[config.mk]
export PLATFORM = sky130hd
export DESIGN_NAME = aca_ctrl
export DESIGN_NICKNAME = d
export VERILOG_FILES = /design/src/design/aca_pkg.sv /design/src/design/aca_ctrl.sv
export VERILOG_INCLUDE_DIRS = /design/src /design/src/design
export SDC_FILE = /design/constraint.sdc
export NUM_CORES = 1
export LEC_CHECK = 0
export ABC_CLOCK_PERIOD_IN_PS = 4700
export BUFFER_PORTS_ARGS = -buffer_cell sky130_fd_sc_hd__buf_2
export CORE_AREA = 2 2 224 171
export CTS_CLUSTER_DIAMETER = 60
export DETAILED_ROUTE_END_ITERATION = 16
export DIE_AREA = 0 0 226 173
export GPL_TIMING_DRIVEN = 0
export REMOVE_ABC_BUFFERS = 1
export SYNTH_ARGS = -nofsm -noshare
export SYNTH_HDL_FRONTEND = slang
export SYNTH_SLANG_ARGS = --single-unit
[constraint.sdc]
create_clock -name clk -period 4.7 [get_ports clk]
set_clock_uncertainty 0.15 [all_clocks]
set_input_delay 0.94 -clock clk [delete_from_list [all_inputs] [get_ports clk]]
set_output_delay 0.94 -clock clk [all_outputs]
set_load 0.05 [all_outputs]
[src/design/aca_consts.svh]
`ifndef ACA_CONSTS_SVH
`define ACA_CONSTS_SVH

// Register map on the management bus
`define ACA_ADDR_W            8
`define ACA_ADC_CONFIG_ADDR   8'h43
`define ACA_ACCUM_CTRL_ADDR   8'h63

// adc_configuration fields
`define ACA_ADC_EN_BIT        7
`define ACA_SAMPLE_EN_BIT     6
`define ACA_INTERVAL_MSB      2
`define ACA_INTERVAL_LSB      0
`define ACA_ADC_CONFIG_RST    8'h00

// accumulator_control fields
`define ACA_ACC_MASTER_BIT    7
`define ACA_ACC_CURRENT_BIT   6
`define ACA_ACC_TEMP_BIT      5
`define ACA_ACC_CELL2_BIT     4
`define ACA_TEMP_SEL_BIT      3
`define ACA_ACCUM_CTRL_RST    8'h00

// Timing: internal 2 Hz tick from the 100 MHz clock
`define ACA_CLK_PERIOD_NS     10
`define ACA_TICK_PERIOD_MS    500
`define ACA_TICK_CYCLES       ((`ACA_TICK_PERIOD_MS * 1000000) / `ACA_CLK_PERIOD_NS)

`endif

[src/design/aca_pkg.sv]
package aca_pkg;

   typedef struct packed {
      logic [15:0] current_result;
      logic [15:0] cell2_voltage_result;
      logic [15:0] int_temp_result;
      logic [15:0] ext_temp_result;
   } aca_results_t;

   typedef struct packed {
      logic current_done;
      logic cell2_done;
      logic int_temp_done;
      logic ext_temp_done;
   } aca_done_t;

   typedef struct packed {
      logic [31:0] discharge_total;
      logic [31:0] charge_total;
      logic [31:0] discharge_time_count;
      logic [31:0] charge_time_count;
      logic [31:0] temp_total;
      logic [31:0] temp_time_count;
      logic [31:0] cell2_voltage_total;
   } aca_totals_t;

   typedef enum logic [1:0] {
      ACA_OFF,
      ACA_RUN,
      ACA_SAMPLE_WAIT,
      ACA_SAMPLE_BURST
   } aca_mode_t;

endpackage

[src/design/aca_ctrl.sv]
// Behaviour
// - ADC master enable bit gates all conversions
// - Sample mode bursts periodically at programmed interval
// - Sample mode inactive in reset or sleep
// - Burst interval is two-power-field times half-second
// - Configuration bits 5 to 3 reserved, read zero
// - Accumulator master enable gates every accumulation
// - Current enable adds results to discharge/charge totals
// - Time counters advance per current direction
// - Current enable off freezes totals and counters
// - Time counters advance on internal 2 Hz tick
// - Temperature source select: internal zero, external one
// - Cell-2 enable adds each cell-2 result
`timescale 1ns/10ps
`include "aca_consts.svh"

module aca_ctrl #(
   parameter int unsigned TICK_CYCLES = `ACA_TICK_CYCLES
) (
   input  wire logic                          clk,
   input  wire logic                          sys_rst,
   input  wire logic [`ACA_ADDR_W-1:0]        reg_addr,
   input  wire logic                          reg_wr,
   input  wire logic [7:0]                    reg_wdata,
   output logic      [7:0]                    reg_rdata,
   input  wire logic                          por_active,
   input  wire logic                          sleep_active,
   input  wire aca_pkg::aca_results_t         results,
   input  wire aca_pkg::aca_done_t            done,
   input  wire logic                          burst_done,
   output logic                               conversion_enable,
   output logic                               burst_start,
   output aca_pkg::aca_mode_t                 mode,
   output aca_pkg::aca_totals_t               totals
);
   import aca_pkg::*;

   if (TICK_CYCLES < 2 || TICK_CYCLES > 32'hffff_ffff)
   begin : g_tick_check
      $error("TICK_CYCLES out of range");
   end

   ////////////////////////////////////////////////////////////////////////////
   logic [7:0]  cfg_reg;
   logic [7:0]  acc_reg;
   logic [31:0] div_reg;
   logic        tick;
   logic [6:0]  interval_reg;
   logic [6:0]  interval_limit;
   logic        current_neg_reg;
   logic        samp_ok;
   logic        acc_cur;
   logic        acc_tmp;
   logic        acc_c2;
   logic        temp_done_sel;
   logic [15:0] temp_sel_val;
   aca_mode_t   mode_next;
   logic [31:0] discharge_total_reg;
   logic [31:0] charge_total_reg;
   logic [31:0] discharge_time_count_reg;
   logic [31:0] charge_time_count_reg;
   logic [31:0] temp_total_reg;
   logic [31:0] temp_time_count_reg;
   logic [31:0] cell2_voltage_total_reg;

   // Reserved bits are never stored so they always read zero
   always_ff @(posedge clk)
   begin
      if (sys_rst)
         cfg_reg <= `ACA_ADC_CONFIG_RST;
      else if (reg_wr && reg_addr == `ACA_ADC_CONFIG_ADDR)
         cfg_reg <= reg_wdata & 8'hc7;
   end

   always_ff @(posedge clk)
   begin
      if (sys_rst)
         acc_reg <= `ACA_ACCUM_CTRL_RST;
      else if (reg_wr && reg_addr == `ACA_ACCUM_CTRL_ADDR)
         acc_reg <= reg_wdata & 8'hf8;
   end

   always_ff @(posedge clk)
   begin
      if (sys_rst)
         reg_rdata <= 8'h00;
      else if (reg_addr == `ACA_ADC_CONFIG_ADDR)
         reg_rdata <= cfg_reg;
      else if (reg_addr == `ACA_ACCUM_CTRL_ADDR)
         reg_rdata <= acc_reg;
      else
         reg_rdata <= 8'h00;
   end

   ////////////////////////////////////////////////////////////////////////////
   // 2 Hz tick shared by sampling interval and elapsed time counters
   always_ff @(posedge clk)
   begin
      if (sys_rst || tick)
         div_reg <= 32'h0000_0000;
      else
         div_reg <= div_reg + 32'h0000_0001;
   end
   assign tick = (div_reg == 32'(TICK_CYCLES - 1));

   ////////////////////////////////////////////////////////////////////////////
   assign samp_ok        = cfg_reg[`ACA_SAMPLE_EN_BIT] && !por_active && !sleep_active;
   assign interval_limit = 7'((8'h01 << cfg_reg[`ACA_INTERVAL_MSB:`ACA_INTERVAL_LSB]) - 8'h01);

   always_comb
   begin
      mode_next = mode;
      case (mode)
         ACA_OFF:
            if (cfg_reg[`ACA_ADC_EN_BIT] && samp_ok)
               mode_next = ACA_SAMPLE_WAIT;
            else if (cfg_reg[`ACA_ADC_EN_BIT] && !cfg_reg[`ACA_SAMPLE_EN_BIT])
               mode_next = ACA_RUN;
         ACA_RUN:
            if (!cfg_reg[`ACA_ADC_EN_BIT] || cfg_reg[`ACA_SAMPLE_EN_BIT])
               mode_next = ACA_OFF;
         ACA_SAMPLE_WAIT:
            if (!cfg_reg[`ACA_ADC_EN_BIT] || !samp_ok)
               mode_next = ACA_OFF;
            else if (tick && interval_reg == interval_limit)
               mode_next = ACA_SAMPLE_BURST;
         ACA_SAMPLE_BURST:
            if (!cfg_reg[`ACA_ADC_EN_BIT] || !samp_ok)
               mode_next = ACA_OFF;
            else if (burst_done)
               mode_next = ACA_SAMPLE_WAIT;
         default:
            mode_next = ACA_OFF;
      endcase
   end

   always_ff @(posedge clk)
   begin
      if (sys_rst)
         mode <= ACA_OFF;
      else
         mode <= mode_next;
   end

   always_ff @(posedge clk)
   begin
      if (sys_rst || mode != ACA_SAMPLE_WAIT)
         interval_reg <= 7'h00;
      else if (tick)
         interval_reg <= (interval_reg == interval_limit) ? 7'h00 : interval_reg + 7'h01;
   end

   assign burst_start       = (mode == ACA_SAMPLE_WAIT) && (mode_next == ACA_SAMPLE_BURST);
   // Master enable low drops conversions in the same cycle
   assign conversion_enable = cfg_reg[`ACA_ADC_EN_BIT] && (mode == ACA_RUN || mode == ACA_SAMPLE_BURST);

   ////////////////////////////////////////////////////////////////////////////
   assign acc_cur       = acc_reg[`ACA_ACC_MASTER_BIT] && acc_reg[`ACA_ACC_CURRENT_BIT];
   assign acc_tmp       = acc_reg[`ACA_ACC_MASTER_BIT] && acc_reg[`ACA_ACC_TEMP_BIT];
   assign acc_c2        = acc_reg[`ACA_ACC_MASTER_BIT] && acc_reg[`ACA_ACC_CELL2_BIT];
   assign temp_done_sel = acc_reg[`ACA_TEMP_SEL_BIT] ? done.ext_temp_done : done.int_temp_done;
   assign temp_sel_val  = acc_reg[`ACA_TEMP_SEL_BIT] ? results.ext_temp_result : results.int_temp_result;

   // Direction of the latest current conversion steers the time counters
   always_ff @(posedge clk)
   begin
      if (sys_rst)
         current_neg_reg <= 1'b0;
      else if (done.current_done)
         current_neg_reg <= results.current_result[15];
   end

   always_ff @(posedge clk)
   begin
      if (sys_rst)
      begin
         discharge_total_reg <= 32'h0000_0000;
         charge_total_reg    <= 32'h0000_0000;
      end
      else if (acc_cur && done.current_done)
      begin
         // Sign-extend before subtracting so full-scale discharge cannot wrap
         if (results.current_result[15])
            discharge_total_reg <= discharge_total_reg - 32'($signed(results.current_result));
         else
            charge_total_reg <= charge_total_reg + 32'(results.current_result);
      end
   end

   // Rollover is left to host maintenance, as with all totals
   always_ff @(posedge clk)
   begin
      if (sys_rst)
      begin
         discharge_time_count_reg <= 32'h0000_0000;
         charge_time_count_reg    <= 32'h0000_0000;
      end
      else if (acc_cur && tick)
      begin
         if (current_neg_reg)
            discharge_time_count_reg <= discharge_time_count_reg + 32'h0000_0001;
         else
            charge_time_count_reg <= charge_time_count_reg + 32'h0000_0001;
      end
   end

   always_ff @(posedge clk)
   begin
      if (sys_rst)
         temp_total_reg <= 32'h0000_0000;
      else if (acc_tmp && temp_done_sel)
         temp_total_reg <= temp_total_reg + 32'(temp_sel_val);
   end

   always_ff @(posedge clk)
   begin
      if (sys_rst)
         temp_time_count_reg <= 32'h0000_0000;
      else if (acc_tmp && tick)
         temp_time_count_reg <= temp_time_count_reg + 32'h0000_0001;
   end

   always_ff @(posedge clk)
   begin
      if (sys_rst)
         cell2_voltage_total_reg <= 32'h0000_0000;
      else if (acc_c2 && done.cell2_done)
         cell2_voltage_total_reg <= cell2_voltage_total_reg + 32'(results.cell2_voltage_result);
   end

   // One driver for the whole carrier, fields in package order
   assign totals = {discharge_total_reg, charge_total_reg, discharge_time_count_reg, charge_time_count_reg,
                    temp_total_reg, temp_time_count_reg, cell2_voltage_total_reg};
endmodule

-- After elaboration in Yosys (flattened, before gate mapping)
Index checks and enable logic that the tools add are counted.
Widths: inputs -> output; s select.
- register bits after elaboration: 284
- bits of input ports: 90
- output and inout bits: 236
- word-level logic and storage cells: 84
- $add $sub $neg: 10
- equality and inequality tests: 9
- shifts and indexed selects: 1
- mux-type cells: 13
- bitwise operators: 3
- reductions and logical operators: 33
- operators by type and width (kind ; count):
    $add 32x1->32 const B ; 4
    $add 32x16->32 ; 3
    $eq 32x26->1 const B ; 1
    $sub 32x32->32 ; 1
    $logic_and 1x1->1 ; 17
    $eq 8x7->1 const B ; 2
    $mux 16 ; 1
    $mux 8 ; 2
    $mux 2 ; 7
    $pmux 2 s4 ; 1
    $reduce_and 2->1 ; 4
    $add 7x1->7 const B ; 1
    $eq 7x7->1 ; 1
    $mux 7 ; 1
    $shl 1x3->7 const A ; 1
    $sub 7x1->7 const B ; 1
    $eq 2x2->1 const B ; 3
    $logic_not 1->1 ; 5
    $logic_or 1x1->1 ; 5
    $not 1->1 ; 3
    $reduce_or 3->1 ; 1
    $eq 2x1->1 const B ; 1
    $logic_not 2->1 ; 1
    $ne 2x2->1 const B ; 1
    $mux 1 ; 1

-- Logic depth before layout (Yosys ltp)
- depth after elaboration: 9
- depth in mapped cells: 15
- depth with buffers taken out: 13

-- Worst setup path after synthesis
Ideal clock, no wire load.
- kind: register to output
- from: register div_reg[0]
- to: output port burst_start
- arrival: 2824 ps
- required time: 3610 ps
- slack: 786 ps
- cell stages (with the launch flop): 8
- path buffers: 1
- path through: dfxtp_1 ha_1 and3_1 clkbuf_1 and3_1 nand4_1 or4_1 nor3_1
- word-level cells in the longest chain between the ends: 7
- ends and longest elaborated chain (element ; RTL line ; text):
    from (decl) ; aca_ctrl.sv:46 ; logic [31:0] div_reg;
    from (signal assigned) ; aca_ctrl.sv:102 ; div_reg <= div_reg + 32'h0000_0001;
    $eq 32x26->1 ; aca_ctrl.sv:104 ; assign tick = (div_reg == 32'(TICK_CYCLES - 1));
    $logic_and 1x1->1 ; aca_ctrl.sv:125 ; else if (tick && interval_reg == interval_limit)
    $mux 2 ; aca_ctrl.sv:125 ;
    $mux 2 ; aca_ctrl.sv:123 ; if (!cfg_reg[`ACA_ADC_EN_BIT] || !samp_ok)
    $pmux 2 s4 ; aca_ctrl.sv:113 ; case (mode)
    $eq 2x2->1 ; aca_ctrl.sv:153 ; assign burst_start = (mode == ACA_SAMPLE_WAIT) && (mode_next == ACA_SAMPLE_BURST);
    $logic_and 1x1->1 ; aca_ctrl.sv:153 ;
    to (decl) ; aca_ctrl.sv:32 ; output logic burst_start,
No other way between the ends.

-- Worst setup path in the final report
- from: register acc_reg[3]
- to: register temp_total_reg[24]
- word-level cells in the longest chain between the ends: 2
- elaborated cells between the ends (all ways): 4
- classes of those cells: add/sub: 1; mux: 2; reduce/logical: 1
- ends and longest elaborated chain (element ; RTL line ; text):
    from (decl) ; aca_ctrl.sv:45 ; logic [7:0] acc_reg;
    from (signal assigned) ; aca_ctrl.sv:78 ; acc_reg <= `ACA_ACCUM_CTRL_RST;
    from (signal assigned) ; aca_ctrl.sv:80 ; acc_reg <= reg_wdata & 8'hf8;
    $mux 16 / $mux 1 (equally long branches) ; aca_ctrl.sv:162, aca_ctrl.sv:161 ;
    $add 32x16->32 / $logic_and 1x1->1 (equally long branches) ; aca_ctrl.sv:212, aca_ctrl.sv:211 ;
    to (signal assigned) ; aca_ctrl.sv:212 ; temp_total_reg <= temp_total_reg + 32'(temp_sel_val);
    to (decl) ; aca_ctrl.sv:62 ; logic [31:0] temp_total_reg;
Parallel ways exist; a longest one is shown, timed or not.
A chain may end at the register's enable or synchronous reset.

==> metrics.md <==
| Metric | Value |
|---|---|
| Netlist cell types | 69 |
| Critical path peak fanout | 19 |
| Port bufs | 325 |
| Max-cap violations | 0 |
| Die Wd | 226 µm |
| Die Y | 173 µm |
| Area grow syn2layout | 20.10% |
| Sw frac | 0.2301 |
| Worst Path Arrival | 4.51 ns |
| Worst endpoint required time | 4.93 ns |
| Initial Util | 0.4281 |
| Iteration-0 DRC Markers | 733 |
| Total vias in the final route | 14550 |
| DP Wirelength | 32270 µm |
| DIE AREA | 39100 µm² |
| Setup Fix Bufs, Post-CTS | 0 |
| H-tree Lvls | 2 |
| Worst-skew pair later-pin latency | 0.53 ns |
| Wire length per cell | 15.94 µm |
| Clock sink count | 284 |
| Ys flop type | dfxtp_1 |
| Total Routing Usage GR | 0.2173 |
| WHS | 0.2983 ns |
| Internal power | 4.067 mW |
| Worst vdd ir | 0.0001966 V |
| NetSw | 1.216 mW |
| First-pass GRT wire length | 70190 µm |
| Setup Viol. Count Final | 0 |
| Drt first pass iters | 6 |
| Comb pwr share | 0.044 |
| Antenna violations before repair | 8 |
| CORE AREA | 36710 µm² |
| Crit-path cells | mux2_2, ha_1, inv_1, fa_1, nor2b_1, o21a_1, o21ai_0, a21o_1, a221o_1, a31oi_1, o21ai_0, xor2_1, nor2_1 |
| Max Slew Vio Count | 0 |
| Rows | 61 |
| Root Buffer | clkbuf_16 |
| FMAX | 233.5 MHz |
| Final #Nets | 2398 |
| Leakage power | 8.319 nW |
| DR DRC count | 0 |
| Layout cells sized above 1 | 0.1911 |
| Synth async-reset ratio | 0 |
| Sequential-to-total area share from yosys stat | 0.3617 |
| RePlAce Congestion | 0.9057 |
| Seq cells post-synth | 284 |
| Measured slew at the worst slew-check pin | 1.238 ns |
| Io pins | 326 |
| Post-DRT Antenna Nets | 0 |
| Mapped Avg Cell Area | 8.140 µm² |
| Critical Path Most Common Cell | o21ai_0 |
| CTS clk-pin slew, worst paths | 0.06 ns |
| Final period utilization | 0.9112 |
| Final Hold Violating Endpoints | 0 |
| Slew Limit Headroom | 0.1712 |
| Final min period | 4.283 ns |
| Post-CTS Resized | 0 |
| Final Power | 5.283 mW |
| Detail-routed via count per cell | 5.283 |
| Vias in the first global route | 13540 |
| Total grt overflow | 0 |
| Register share of total power | 0.457 |
| Syn. warnings | 0 |
| Hold-fix buffers at CTS | 0 |
| Post-synthesis cell count | 1931 |
| Outcome | finished, final reports clean |
| Kind of critical path | reg2reg |
| Mapped Area | 15720 µm² |
| Clk pwr share | 0.499 |
| Startpoint Class | register |
| RSZ-0062 raised after global routing | no |
| CTS max path bufs | 3 |
| PwrDens | 279.9 nW/µm² |
| HP Class | reg2reg |
| Largest net degree at the start of global routing | 139 |
| Crit. End Element | register |
| CTS buffer count | 34 |
| CTS tree | built |
| Max incr delay on CP | 0.88 ns |
| Number of synthesized flops with an enable pin | 0 |
| Total Wirelength | 43910 µm |
| Slowest CP cell | dfxtp_1 |
==> cell usage in the layout, fill, tap and decap left out, drive strengths merged, types with 25 or more instances in the layout <==
cell type	count
nor3	41
o21ai	91
inv	66
ha	84
nand2	201
nor2b	25
xor2	91
clkbuf	47
mux2	26
a21oi	160
xnor2	84
nor2	231
nand4	35
dfxtp	284
nand3	73
buf	328
or3	46
and3	47
a21o	34
==> area by class of cell <==
class	count	area, µm²
antenna	5	12.51
clock buffer	47	969.7
timing repair buffer	328	1707
sequential	284	5685
multi-input combinational	1509	9490
tap	504	630.6
clock inverter	14	145.1
inverter	63	236.5
fill	3599	17830
==> cell usage after synthesis, types with 5 or more instances <==
library cell	n	area, µm²
or2_2	6	37.54
mux2i_1	18	180.2
nand3_1	73	365.4
buf_2	9	45.04
nor2_1	231	867.1
nor2b_1	25	156.4
a31oi_1	13	81.33
o21ai_0	91	455.4
and3_1	47	294.0
a211oi_1	18	135.1
dfxtp_1	284	5685
a21boi_0	6	45.04
nand3b_1	10	75.07
ha_1	84	1051
o211a_1	6	60.06
a41oi_1	5	43.79
clkbuf_1	59	221.5
or3_1	46	287.8
nand2_1	200	750.7
a21o_1	34	255.2
nand4_1	35	219.0
a21oi_1	160	800.8
o31a_1	8	70.07
and2_1	20	125.1
inv_1	63	236.5
nor3_1	39	195.2
nor4_1	10	62.56
mux2_2	26	292.8
and4_1	13	113.9
nand2b_1	13	81.33
o21a_1	19	142.6
nor3b_1	8	60.06
xor2_1	91	797.0
a211o_1	6	52.55
xnor2_1	84	735.7
==> logic make-up after synthesis <==
| kind of cell | Yosys count | synth area share |
|---|---|---|
| and+or+nand+nor | 794 | 0.2449 |
| xor gates and xnor gates | 175 | 0.09752 |
| buffers and inverters | 138 | 0.03463 |
| AOI/OAI and AO/OA | 408 | 0.1591 |
| muxes | 44 | 0.03009 |
| adders and majority gates | 88 | 0.07196 |
| DFF | 284 | 0.3617 |
==> final timing paths <==
kind / start / to / slack (ns) / cells past startpoint
setup reg to reg: acc_reg[3]$_SDFFE_PP0P_ / temp_total_reg[24]$_SDFFE_PP0P_ / 0.42 / 13
hold / removal: div_reg[0]$_SDFF_PP0_ / div_reg[0]$_SDFF_PP0_ / 0.30 / 1
setup / recovery: acc_reg[3]$_SDFFE_PP0P_ / temp_total_reg[24]$_SDFFE_PP0P_ / 0.42 / 13
hold reg to reg: div_reg[0]$_SDFF_PP0_ / div_reg[0]$_SDFF_PP0_ / 0.30 / 1
==> metrics by stage <==
stage                       util  setup TNS, ns  instances  setup slack (ns)  cell area (µm²)
after floorplan                -              0       1856            0.8074            15410
after detailed placement  0.4835              0       2688            0.2894            17750
after global placement    0.4812        -168.90       2685            -2.374            17670
after CTS                 0.5139              0       2749            0.4468            18860
final                     0.5142              0       2754            0.4173            18880
after global routing      0.5141              0       2753            0.1173            18870
==> routing by layer <==
layer	global-route usage	up-vias	wire length (µm)
li1	-	7351	-
met1	0.3043	6801	21520
met2	0.3378	321	18840
met3	0.04163	73	2410
met4	0.06429	4	1110
met5	0	-	21
==> power groups by stage <==
stage	clock (mW)	combinational (mW)	sequential, mW
finish	2.64	0.233	2.41
global route	2.81	0.260	2.41
floorplan	0	0.120	2.46
CTS	2.72	0.233	2.41
detailed placement	0	0.231	2.47
global placement	0	0.226	2.47
==> worst max-delay path, delay by kind of cell (launching register included) <==
family	cells	cell delay, ns
xor gates and xnor gates	1	0.19
AOI/OAI and AO/OA	6	1.80
adders and majority gates	2	0.56
muxes	1	0.30
buffers and inverters	1	0.05
DFF	1	0.88
and+or+nand+nor	2	0.19
Note: power is estimated with default switching activity, not from simulation.
